===== src/inc/timer8_pkg.sv =====
// Constants shared by the 8-bit counter/capture timer
package timer8_pkg;

  // Register byte offsets on the AXI4-Lite slave
  localparam int ADDR_W = 8;
  localparam logic [ADDR_W-1:0] OFF_CTRL_ONE = 8'h00;
  localparam logic [ADDR_W-1:0] OFF_CTRL_TWO = 8'h04;
  localparam logic [ADDR_W-1:0] OFF_STATUS = 8'h08;
  localparam logic [ADDR_W-1:0] OFF_CAP_ONE = 8'h0c;
  localparam logic [ADDR_W-1:0] OFF_MAIN_COUNT = 8'h10;
  localparam logic [ADDR_W-1:0] OFF_ALT_COUNT = 8'h14;
  localparam logic [ADDR_W-1:0] OFF_CAP_TWO = 8'h18;

  // control_reg_one fields
  localparam int CR1_CAP_IE = 7;
  localparam int CR1_OVF_IE = 5;
  localparam int CR1_EDGE_ONE = 1;
  // control_reg_two fields
  localparam int CR2_SINGLE_PULSE = 5;
  localparam int CR2_PWM = 4;
  localparam int CR2_TICK_LO = 2;
  localparam int CR2_EDGE_TWO = 1;
  // timer_status_reg fields
  localparam int SR_CAP_ONE = 7;
  localparam int SR_OVF = 5;
  localparam int SR_CAP_TWO = 4;

  localparam logic [7:0] CTRL_RESET = 8'h00;
  localparam logic [7:0] CAP_RESET = 8'h00;
  localparam logic [7:0] COUNT_RELOAD = 8'hfc;
  localparam logic [7:0] COUNT_TOP = 8'hff;

  // tick_select encodings
  localparam logic [1:0] SEL_DIV4 = 2'h0;
  localparam logic [1:0] SEL_DIV2 = 2'h1;
  localparam logic [1:0] SEL_DIV8 = 2'h2;
  localparam logic [1:0] SEL_OSC = 2'h3;

  localparam int CPU_DIV2 = 2;
  localparam int CPU_DIV4 = 4;
  localparam int CPU_DIV8 = 8;
  localparam int OSC_DIV_DEFAULT = 8000;
  localparam int COUNT_SPAN = 256;
  localparam int PERIOD_DIV2 = CPU_DIV2 * COUNT_SPAN;
  localparam int PERIOD_DIV4 = CPU_DIV4 * COUNT_SPAN;
  localparam int PERIOD_DIV8 = CPU_DIV8 * COUNT_SPAN;

  localparam logic [1:0] RESP_OKAY = 2'h0;
  localparam logic [1:0] RESP_SLVERR = 2'h2;

endpackage


===== src/hdl/timer8_counter_capture.sv =====
// 8-bit free-running timer with prescaler, overflow and two captures
//
// What this block does
// Tick: CPU/2, /4, /8 or osc/8000
// 8-bit up-counter, wraps freely
// Alternate count read never clears overflow
// Any count register write loads FCh
// FCh is the only reload value
// Periods 512, 1024, 2048 CPU cycles
// Overflow flag set on FFh to 00h
// Overflow request: flag, enable, mask clear
// Status read then main count access clears
// Wait state does not affect timer
// Halt freezes count; reset reloads
// Unbonded capture pin reads as one
// Capture copies count on active edge
// Each channel has own edge select
// Edge select 0 falling, 1 rising
// Capture sets channel flag, loads value
// Shared capture enable covers both flags
// Status read then capture access clears
// Newer capture overwrites older value
// Waveform modes: only channel two captures
// Capture pins always feed the timer
// Set wins over simultaneous clear
//
// Added by the designer: the placing of the registers and the AXI4-Lite interface to the registers.
`timescale 1ns/1ps
`default_nettype none

module timer8_counter_capture #(
  parameter int OSC_DIV = timer8_pkg::OSC_DIV_DEFAULT,
  parameter bit CAP_ONE_BONDED = 1'b1,
  parameter bit CAP_TWO_BONDED = 1'b1
) (
  input wire logic I_REF_CLK,
  input wire logic I_NRST,
  input wire logic I_AWVALID,
  output logic O_AWREADY,
  input wire logic [7:0] I_AWADDR,
  input wire logic I_WVALID,
  output logic O_WREADY,
  input wire logic [31:0] I_WDATA,
  input wire logic [3:0] I_WSTRB,
  output logic O_BVALID,
  input wire logic I_BREADY,
  output logic [1:0] O_BRESP,
  input wire logic I_ARVALID,
  output logic O_ARREADY,
  input wire logic [7:0] I_ARADDR,
  output logic O_RVALID,
  input wire logic I_RREADY,
  output logic [31:0] O_RDATA,
  output logic [1:0] O_RRESP,
  input wire logic I_CPU_IRQ_MASK,
  input wire logic I_HALT,
  input wire logic I_OSC_CLK,
  input wire logic I_CAPTURE_PIN_ONE,
  input wire logic I_CAPTURE_PIN_TWO,
  output logic O_OVF_IRQ,
  output logic O_CAP_IRQ
);

  localparam int OSC_W = $clog2(OSC_DIV);
  localparam logic [OSC_W-1:0] OSC_LAST = OSC_W'(OSC_DIV - 1);
  localparam logic [1:0] BONDED = {CAP_TWO_BONDED, CAP_ONE_BONDED};

  function automatic logic hit(input logic [7:0] a, input logic [7:0] off);
    hit = (a[7:2] == off[7:2]);
  endfunction

  function automatic logic mapped(input logic [7:0] a);
    mapped = hit(a, timer8_pkg::OFF_CTRL_ONE) ||
             hit(a, timer8_pkg::OFF_CTRL_TWO) ||
             hit(a, timer8_pkg::OFF_STATUS) ||
             hit(a, timer8_pkg::OFF_CAP_ONE) ||
             hit(a, timer8_pkg::OFF_MAIN_COUNT) ||
             hit(a, timer8_pkg::OFF_ALT_COUNT) ||
             hit(a, timer8_pkg::OFF_CAP_TWO);
  endfunction

  logic [7:0] count;
  logic [7:0] ctrl_one;
  logic [7:0] ctrl_two;
  logic [2:0] flags;
  logic [2:0] armed;
  logic [2:0] set_evt;
  logic [2:0] clr_evt;
  logic [7:0] cap_val [2];
  logic [7:0] aw_addr;
  logic [31:0] w_data;
  logic [3:0] w_strb;
  logic [7:0] rd_value;
  logic [7:0] status_view;
  logic [2:0] cpu_div;
  logic [OSC_W-1:0] osc_cnt;
  logic osc_s1;
  logic osc_s2;
  logic osc_prev;
  logic osc_edge;
  logic tick;
  logic reload;
  logic ovf_evt;
  logic wave_mode;
  logic [1:0] active_edge;
  logic [1:0] cap_evt;
  logic wr_do;
  logic rd_do;
  logic wr_ctrl1, wr_ctrl2, wr_main, wr_alt, wr_cap1, wr_cap2;
  logic rd_status, rd_main, rd_cap1, rd_cap2;

  // AXI4-Lite write side: address and data taken in either order
  assign wr_do = !O_AWREADY && !O_WREADY && !O_BVALID;
  assign rd_do = I_ARVALID && O_ARREADY;

  always_ff @(posedge I_REF_CLK or negedge I_NRST) begin
    if (!I_NRST) begin
      O_AWREADY <= 1'b1;
      aw_addr <= 8'h00;
    end else if (I_AWVALID && O_AWREADY) begin
      O_AWREADY <= 1'b0;
      aw_addr <= I_AWADDR;
    end else if (O_BVALID && I_BREADY) begin
      O_AWREADY <= 1'b1;
    end
  end

  always_ff @(posedge I_REF_CLK or negedge I_NRST) begin
    if (!I_NRST) begin
      O_WREADY <= 1'b1;
      w_data <= 32'h0000_0000;
      w_strb <= 4'h0;
    end else if (I_WVALID && O_WREADY) begin
      O_WREADY <= 1'b0;
      w_data <= I_WDATA;
      w_strb <= I_WSTRB;
    end else if (O_BVALID && I_BREADY) begin
      O_WREADY <= 1'b1;
    end
  end

  always_ff @(posedge I_REF_CLK or negedge I_NRST) begin
    if (!I_NRST) begin
      O_BVALID <= 1'b0;
      O_BRESP <= timer8_pkg::RESP_OKAY;
    end else if (wr_do) begin
      O_BVALID <= 1'b1;
      O_BRESP <= mapped(aw_addr) ? timer8_pkg::RESP_OKAY :
                 timer8_pkg::RESP_SLVERR;
    end else if (O_BVALID && I_BREADY) begin
      O_BVALID <= 1'b0;
    end
  end

  always_ff @(posedge I_REF_CLK or negedge I_NRST) begin
    if (!I_NRST) begin
      O_ARREADY <= 1'b1;
      O_RVALID <= 1'b0;
      O_RDATA <= 32'h0000_0000;
      O_RRESP <= timer8_pkg::RESP_OKAY;
    end else if (rd_do) begin
      O_ARREADY <= 1'b0;
      O_RVALID <= 1'b1;
      O_RDATA <= {24'h00_0000, rd_value};
      O_RRESP <= mapped(I_ARADDR) ? timer8_pkg::RESP_OKAY :
                 timer8_pkg::RESP_SLVERR;
    end else if (O_RVALID && I_RREADY) begin
      O_RVALID <= 1'b0;
      O_ARREADY <= 1'b1;
    end
  end

  assign wr_ctrl1 = wr_do && hit(aw_addr, timer8_pkg::OFF_CTRL_ONE);
  assign wr_ctrl2 = wr_do && hit(aw_addr, timer8_pkg::OFF_CTRL_TWO);
  assign wr_main = wr_do && hit(aw_addr, timer8_pkg::OFF_MAIN_COUNT);
  assign wr_alt = wr_do && hit(aw_addr, timer8_pkg::OFF_ALT_COUNT);
  assign wr_cap1 = wr_do && hit(aw_addr, timer8_pkg::OFF_CAP_ONE);
  assign wr_cap2 = wr_do && hit(aw_addr, timer8_pkg::OFF_CAP_TWO);
  assign rd_status = rd_do && hit(I_ARADDR, timer8_pkg::OFF_STATUS);
  assign rd_main = rd_do && hit(I_ARADDR, timer8_pkg::OFF_MAIN_COUNT);
  assign rd_cap1 = rd_do && hit(I_ARADDR, timer8_pkg::OFF_CAP_ONE);
  assign rd_cap2 = rd_do && hit(I_ARADDR, timer8_pkg::OFF_CAP_TWO);

  always_comb begin
    status_view = 8'h00;
    status_view[timer8_pkg::SR_OVF] = flags[0];
    status_view[timer8_pkg::SR_CAP_ONE] = flags[1];
    status_view[timer8_pkg::SR_CAP_TWO] = flags[2];
  end

  always_comb begin
    case ({I_ARADDR[7:2], 2'b00})
      timer8_pkg::OFF_CTRL_ONE: rd_value = ctrl_one;
      timer8_pkg::OFF_CTRL_TWO: rd_value = ctrl_two;
      timer8_pkg::OFF_STATUS: rd_value = status_view;
      timer8_pkg::OFF_CAP_ONE: rd_value = cap_val[0];
      timer8_pkg::OFF_CAP_TWO: rd_value = cap_val[1];
      timer8_pkg::OFF_MAIN_COUNT: rd_value = count;
      timer8_pkg::OFF_ALT_COUNT: rd_value = count;
      default: rd_value = 8'h00;
    endcase
  end

  // Control registers; only byte lane 0 carries data
  always_ff @(posedge I_REF_CLK or negedge I_NRST) begin
    if (!I_NRST) begin
      ctrl_one <= timer8_pkg::CTRL_RESET;
    end else if (wr_ctrl1 && w_strb[0]) begin
      ctrl_one <= w_data[7:0];
    end
  end

  always_ff @(posedge I_REF_CLK or negedge I_NRST) begin
    if (!I_NRST) begin
      ctrl_two <= timer8_pkg::CTRL_RESET;
    end else if (wr_ctrl2 && w_strb[0]) begin
      ctrl_two <= w_data[7:0];
    end
  end

  assign wave_mode = ctrl_two[timer8_pkg::CR2_SINGLE_PULSE] ||
                     ctrl_two[timer8_pkg::CR2_PWM];

  // Oscillator pin is asynchronous; must run below half the CPU clock
  always_ff @(posedge I_REF_CLK or negedge I_NRST) begin
    if (!I_NRST) begin
      osc_s1 <= 1'b0;
      osc_s2 <= 1'b0;
      osc_prev <= 1'b0;
    end else begin
      osc_s1 <= I_OSC_CLK;
      osc_s2 <= osc_s1;
      osc_prev <= osc_s2;
    end
  end
  assign osc_edge = osc_s2 && !osc_prev;

  // Prescalers restart on reload so the first tick after it is a full one
  always_ff @(posedge I_REF_CLK or negedge I_NRST) begin
    if (!I_NRST) begin
      cpu_div <= 3'h0;
      osc_cnt <= '0;
    end else if (reload) begin
      cpu_div <= 3'h0;
      osc_cnt <= '0;
    end else if (!I_HALT) begin
      cpu_div <= cpu_div + 3'h1;
      if (osc_edge) begin
        osc_cnt <= (osc_cnt == OSC_LAST) ? '0 : osc_cnt + OSC_W'(1);
      end
    end
  end

  // Divide by 2, 4 or 8 gives 512, 1024 or 2048 cycles per wrap
  always_comb begin
    case (ctrl_two[timer8_pkg::CR2_TICK_LO +: 2])
      timer8_pkg::SEL_DIV2: tick = cpu_div[0];
      timer8_pkg::SEL_DIV4: tick = &cpu_div[1:0];
      timer8_pkg::SEL_DIV8: tick = &cpu_div;
      timer8_pkg::SEL_OSC: tick = osc_edge && (osc_cnt == OSC_LAST);
      default: tick = 1'b0;
    endcase
    if (I_HALT) begin
      tick = 1'b0;
    end
  end

  // In waveform modes an edge on pin one restarts the count
  assign reload = wr_main || wr_alt || (wave_mode && active_edge[0]);
  assign ovf_evt = tick && !reload && (count == timer8_pkg::COUNT_TOP);

  always_ff @(posedge I_REF_CLK or negedge I_NRST) begin
    if (!I_NRST) begin
      count <= timer8_pkg::COUNT_RELOAD;
    end else if (reload) begin
      count <= timer8_pkg::COUNT_RELOAD;
    end else if (tick) begin
      count <= count + 8'h01;
    end
  end

  // Capture inputs are read whatever the pin's direction
  genvar ch;
  generate
    for (ch = 0; ch < 2; ch++) begin : g_cap
      logic pin_in;
      logic sync1;
      logic sync2;
      logic prev;
      logic edge_sel;
      assign pin_in = BONDED[ch] ? (ch == 0 ? I_CAPTURE_PIN_ONE :
                      I_CAPTURE_PIN_TWO) : 1'b1;
      assign edge_sel = (ch == 0) ? ctrl_one[timer8_pkg::CR1_EDGE_ONE] :
                        ctrl_two[timer8_pkg::CR2_EDGE_TWO];
      always_ff @(posedge I_REF_CLK or negedge I_NRST) begin
        if (!I_NRST) begin
          sync1 <= 1'b1;
          sync2 <= 1'b1;
          prev <= 1'b1;
        end else begin
          sync1 <= pin_in;
          sync2 <= sync1;
          prev <= sync2;
        end
      end
      assign active_edge[ch] = edge_sel ? (sync2 && !prev) :
                               (!sync2 && prev);
      always_ff @(posedge I_REF_CLK or negedge I_NRST) begin
        if (!I_NRST) begin
          cap_val[ch] <= timer8_pkg::CAP_RESET;
        end else if (cap_evt[ch]) begin
          cap_val[ch] <= count;
        end
      end
    end
  endgenerate

  assign cap_evt[0] = active_edge[0] && !wave_mode;
  assign cap_evt[1] = active_edge[1];

  assign set_evt = {cap_evt[1], cap_evt[0], ovf_evt};
  assign clr_evt[0] = armed[0] && (rd_main || wr_main);
  assign clr_evt[1] = armed[1] && (rd_cap1 || wr_cap1);
  assign clr_evt[2] = armed[2] && (rd_cap2 || wr_cap2);

  // A status read arms the clear only for flags seen set by that read
  genvar fi;
  generate
    for (fi = 0; fi < 3; fi++) begin : g_flag
      always_ff @(posedge I_REF_CLK or negedge I_NRST) begin
        if (!I_NRST) begin
          armed[fi] <= 1'b0;
        end else if (rd_status && flags[fi]) begin
          armed[fi] <= 1'b1;
        end else if (clr_evt[fi]) begin
          armed[fi] <= 1'b0;
        end
      end
      always_ff @(posedge I_REF_CLK or negedge I_NRST) begin
        if (!I_NRST) begin
          flags[fi] <= 1'b0;
        end else if (set_evt[fi]) begin
          flags[fi] <= 1'b1;
        end else if (clr_evt[fi]) begin
          flags[fi] <= 1'b0;
        end
      end
    end
  endgenerate

  always_ff @(posedge I_REF_CLK or negedge I_NRST) begin
    if (!I_NRST) begin
      O_OVF_IRQ <= 1'b0;
      O_CAP_IRQ <= 1'b0;
    end else begin
      O_OVF_IRQ <= flags[0] && ctrl_one[timer8_pkg::CR1_OVF_IE] &&
                   !I_CPU_IRQ_MASK;
      O_CAP_IRQ <= (flags[1] || flags[2]) &&
                   ctrl_one[timer8_pkg::CR1_CAP_IE] &&
                   !I_CPU_IRQ_MASK;
    end
  end

  property p_count_write;
    @(posedge I_REF_CLK) disable iff (!I_NRST)
      (wr_main || wr_alt) |=> (count == timer8_pkg::COUNT_RELOAD);
  endproperty
  a_count_write: assert property (p_count_write)
    else $error("count write did not load reload value");

  property p_count_inc;
    @(posedge I_REF_CLK) disable iff (!I_NRST)
      (tick && !reload) |=> (count == 8'($past(count) + 8'h01));
  endproperty
  a_count_inc: assert property (p_count_inc)
    else $error("counter did not advance by one on tick");

  property p_ovf_set;
    @(posedge I_REF_CLK) disable iff (!I_NRST)
      (tick && !reload && count == timer8_pkg::COUNT_TOP)
        |=> (flags[0] && count == 8'h00);
  endproperty
  a_ovf_set: assert property (p_ovf_set)
    else $error("overflow flag missing on wrap");

  property p_alt_keeps_ovf;
    @(posedge I_REF_CLK) disable iff (!I_NRST)
      (flags[0] && !rd_main && !wr_main) |=> flags[0];
  endproperty
  a_alt_keeps_ovf: assert property (p_alt_keeps_ovf)
    else $error("overflow flag lost without main count access");

  property p_ovf_irq;
    @(posedge I_REF_CLK) disable iff (!I_NRST)
      O_OVF_IRQ |-> $past(flags[0]) && !$past(I_CPU_IRQ_MASK) &&
        $past(ctrl_one[timer8_pkg::CR1_OVF_IE]);
  endproperty
  a_ovf_irq: assert property (p_ovf_irq)
    else $error("overflow request without its conditions");

  property p_cap_two;
    @(posedge I_REF_CLK) disable iff (!I_NRST)
      cap_evt[1] |=> (cap_val[1] == $past(count)) && flags[2];
  endproperty
  a_cap_two: assert property (p_cap_two)
    else $error("capture two did not latch count and flag");

  property p_wave_no_cap1;
    @(posedge I_REF_CLK) disable iff (!I_NRST)
      wave_mode |=> $stable(cap_val[0]);
  endproperty
  a_wave_no_cap1: assert property (p_wave_no_cap1)
    else $error("channel one captured in waveform mode");

  property p_halt_hold;
    @(posedge I_REF_CLK) disable iff (!I_NRST)
      (I_HALT && !reload) [*2] |-> $stable(count);
  endproperty
  a_halt_hold: assert property (p_halt_hold)
    else $error("counter moved while halted");

  property p_set_wins;
    @(posedge I_REF_CLK) disable iff (!I_NRST)
      (set_evt[1] && clr_evt[1]) |=> flags[1];
  endproperty
  a_set_wins: assert property (p_set_wins)
    else $error("capture one flag lost to a clear");

  property p_cap_irq;
    @(posedge I_REF_CLK) disable iff (!I_NRST)
      ((flags[1] || flags[2]) && ctrl_one[timer8_pkg::CR1_CAP_IE] &&
        !I_CPU_IRQ_MASK) |=> O_CAP_IRQ;
  endproperty
  a_cap_irq: assert property (p_cap_irq)
    else $error("capture request not raised");

endmodule

`default_nettype wire


===== config.mk =====
export PLATFORM = sky130hd
export DESIGN_NAME = timer8_counter_capture
export DESIGN_NICKNAME = d
export VERILOG_FILES = /design/src/inc/timer8_pkg.sv /design/src/hdl/timer8_counter_capture.sv
export SDC_FILE = /design/constraint.sdc
export NUM_CORES = 1
export LEC_CHECK = 0
export BUFFER_PORTS_ARGS = -buffer_cell sky130_fd_sc_hd__clkbuf_2
export CAP_MARGIN = 20
export CORE_MARGIN = 10
export CORE_UTILIZATION = 50
export DETAILED_ROUTE_END_ITERATION = 12
export PLACE_DENSITY = 0.84
export REMOVE_ABC_BUFFERS = 1
export SYNTH_ARGS = -nofsm -noshare
export SYNTH_HDL_FRONTEND = slang
export SYNTH_SLANG_ARGS = --single-unit

===== constraint.sdc =====
create_clock -name I_REF_CLK -period 2.5 [get_ports I_REF_CLK]
set_clock_uncertainty 0.1 [all_clocks]
set_input_delay 0.125 -clock I_REF_CLK [delete_from_list [all_inputs] [get_ports I_REF_CLK]]
set_output_delay 0.125 -clock I_REF_CLK [all_outputs]
set_load 0.02 [all_outputs]

==> flow_metrics.py <==
metrics = {
    "global_route": {
        "grt_antenna_before_repair": 0,
        "first_global_vias": 3737,
        "global_route.overflow_total": 0,
        "global_route_wire_length_before_repair_mm": 18.6,
        "grt_use_total": 0.159,
        "largest_net_degree_at_the_start_of_global_routing": 66,
    },
    "timing": {
        "fmax_mhz": 430,
        "final-setup-viol-count": 0,
        "unrepaired_setup_endpoints_after_global_routing": "no",
        "finalHoldViolations": 0,
        "fin_crit_sh": 0.931,
        "max_slew.worst_pin.slew_ns": 0.618,
        "drv_slew": 0,
        "final.hold.worst_slack_ns": 0.144,
        "slew_headroom": 0.585,
        "final.min_clock_period_ns": 2.33,
    },
    "pwr": {
        "cellLeakagePower_nw": 2.55,
        "p_total_mw": 5.24,
        "power_density_nw_per_um2": 928,
        "vdd_drop_max_mv": 0.632,
    },
    "clock_tree": {
        "tritoncts_clock_tree": "done",
        "clock_tree.htree_level_count": 3,
        "clock_latency_ns": 0.38,
        "post_cts_resize_count": 0,
        "cts_root_buffer": "sky130_fd_sc_hd__clkbuf_8",
        "ctsHoldBuffers": 29,
        "cts_buffer_depth": 2,
        "clock-sinks": 103,
        "clock_slew_at_reported_path_ffs_ns": 0.11,
        "cts-buffers-inserted": 9,
        "cts_setup_buffers": 0,
    },
    "logic_synthesis": {
        "yosysWarningCount": 0,
        "synthDominantCellAreaShare": 0.452,
        "synthCells": 431,
        "synth_largest_area_cell": "sky130_fd_sc_hd__dfrtp_1",
        "synth_area_leaders": "sky130_fd_sc_hd__dfrtp_1 (45%), sky130_fd_sc_hd__mux2_2 (9.5%), sky130_fd_sc_hd__dfstp_2 (8.1%), sky130_fd_sc_hd__buf_4 (4.0%), sky130_fd_sc_hd__mux2i_1 (2.7%)",
        "yosys_register_bits": 103,
        "synth_sequential_area_ratio": 0.533,
        "syn_avg_cell_area_um2": 11.3,
        "synth.distinct_cells": 61,
        "ys.flop_type": "sky130_fd_sc_hd__dfrtp_1",
        "synthMostInstantiatedCell": "sky130_fd_sc_hd__dfrtp_1",
        "synth.cell_area_um2": 4870,
        "synth_async_sr_flop_share": 1.00,
        "synth.cells.most_frequent": "sky130_fd_sc_hd__dfrtp_1 (88), sky130_fd_sc_hd__mux2_2 (41), sky130_fd_sc_hd__nor2_1 (33)",
        "count_of_flip_flops_with_a_built_in_enable_after_synthesis": 0,
    },
    "die": {
        "coreArea_um2": 9370,
        "std_cell_rows": 35,
        "chipHeight_um": 119,
        "starting_utilization_of_the_core_area": 0.520,
        "ioPinCount": 107,
        "design.die.area_um2": 14100,
        "die_x_um": 119,
    },
    "routing": {
        "route.detailed.wl_per_inst_um": 17.3,
        "sum_of_routed_wire_length_over_all_layers_mm": 11.2,
        "initialDrtViolationCount": 311,
        "detailroute.via_count": 3655,
        "avgViaCountPerCell": 5.68,
        "drt-pass1-iter-count": 6,
        "drtAntennaViolNets": 0,
        "post-route-drc-count": 0,
    },
    "critical_path": {
        "setup.worst_path.class": "flop to flop",
        "cp_data_arrival_time_ns": 2.49,
        "r2r_cells": 6,
        "cp_max_fo": 8,
        "worst_setup_path_end_kind": "flop",
        "cp_cell_sequence": "nor3_2 > nand2_1 > nor2_1 > nor4bb_1 > buf_4 > mux2_2",
        "crit_path_top_delay_cell": "sky130_fd_sc_hd__dfstp_2",
        "rr_endpoint": "ctrl_one[7]",
        "reg2reg_from": "O_AWREADY",
        "cpPeakStageDelay_ns": 0.41,
        "timing.critical_path.from_type": "flop",
        "worst_ep_required_time_ns": 2.67,
        "slack_of_the_worst_reg_to_reg_path_ns": 0.17,
    },
    "placed_design": {
        "routabilityCongestion": 0.872,
        "dpl-instance-area_um2": 5170,
        "hpwlAfterDp_mm": 7.92,
        "cell_count_after_placement": 599,
        "io_buffers": 49,
    },
    "layout": {
        "filler_cell_count": 738,
        "share_of_layout_cells_above_drive_strength_1": 0.260,
        "design_area_um2": 5650,
        "nets": 578,
        "area_delta_synth_final_pct": 15.9,
        "final_cells": 644,
        "antennaDiodeCount": 0,
    },
    "run": {
        "drv_cap": 0,
    },
    "outcome": {
        "run_status": "completed",
    },
    "hold_path": {
        "path_class_of_the_lowest_slack_min_delay_path": "primary input to asynchronous set/reset pin",
    },
}
## state kept, by name, indices dropped and copies added, names as in the netlist, 2 cells and up
register     cells
armed            3
O_RDATA          8
osc_cnt         13
ctrl_two         8
ctrl_one         8
flags            3
g_cap.sync2      2
cpu_div          3
count            8
g_cap.prev       2
cap_val         16
aw_addr          6
w_data           8
g_cap.sync1      2
## layer usage
metal  wire, um  share of wire  up-vias  track usage
met1       4640           0.42     1799        0.198
li1           -              -     1666            -
met5          0              0        -            0
met3       1050          0.094       21       0.0538
met2       5290           0.47      169        0.252
met4        173          0.016        0       0.0504
## cells in the final DEF (no fill, tap or decap), drive strengths merged, types with 3 or more instances in the layout
| cell | count |
|---|---|
| nand2 | 29 |
| or3 | 3 |
| and3 | 4 |
| nor2 | 33 |
| and2 | 3 |
| conb | 26 |
| inv | 15 |
| o21ai | 19 |
| a22oi | 8 |
| nand3b | 4 |
| mux2 | 45 |
| dfstp | 15 |
| nand4 | 8 |
| xor2 | 4 |
| o22ai | 3 |
| clkbuf | 57 |
| nor2b | 4 |
| ha | 4 |
| nor4 | 4 |
| dlygate4sd3 | 29 |
| buf | 7 |
| a21o | 4 |
| nand3 | 9 |
| a21oi | 15 |
| mux2i | 13 |
| dfrtp | 88 |
| a2bb2oi | 7 |
| nor3 | 12 |
| a311oi | 4 |
| nor3b | 4 |
## worst max-delay path, delay by kind of cell (launching register included)
kind,cells,cell delay [ns]
muxes,1,0.36
buffers and inverters,1,0.24
and+or+nand+nor,4,1.10
DFF,1,0.41
## power by group
part           switching, mW  total [mW]  internal, mW
Combinational          0.772        1.49         0.715
Sequential             0.500        2.73          2.23
Clock                  0.636        1.02         0.387
## worst max path at each step
stage,endpoint,cells past startpoint,start,slack [ns]
2_1_floorplan,ctrl_one[0],5,O_BVALID,-0.02
3_3_place_gp,ctrl_one[4],6,O_AWREADY,0.40
3_5_place_dp,ctrl_one[7],6,O_AWREADY,0.32
4_1_cts,ctrl_one[7],6,O_AWREADY,0.28
5_1_grt,ctrl_one[7],6,O_AWREADY,0.13
6_report,ctrl_one[7],6,O_AWREADY,0.17
## area by class of cell
type / count / area [um2] / share of cell area
inverters: 11 / 41.3 / 0.00731
well taps: 129 / 161 / 0.0286
repair buffers: 84 / 596 / 0.105
clock inverters: 7 / 63.8 / 0.0113
multi-input cells: 301 / 2070 / 0.366
flip-flops and latches: 103 / 2600 / 0.460
clock buffers: 9 / 124 / 0.0219
## per-stage QoR
step                setup TNS [ns]  utilization  setup slack [ns]
floorplan                  -0.0782            -           -0.0196
global route                     0        0.603             0.125
finish                           0        0.603             0.173
CTS                              0        0.603             0.277
detailed placement               0        0.552             0.322
global placement                 0        0.552             0.398
## kinds of logic after synthesis
| family | after synthesis | share of synthesized area |
|---|---|---|
| adder cells (fa/ha/maj) | 4 | 0.0103 |
| AO/OA/AOI/OAI | 80 | 0.116 |
| other | 1 | 0.000769 |
| flip-flops | 103 | 0.533 |
| buffers and inverters | 52 | 0.0626 |
| multiplexers | 58 | 0.131 |
| AND/OR/NAND/NOR | 128 | 0.138 |
| XOR/XNOR | 5 | 0.00899 |
No activity file was read; power rests on OpenSTA's default activity.
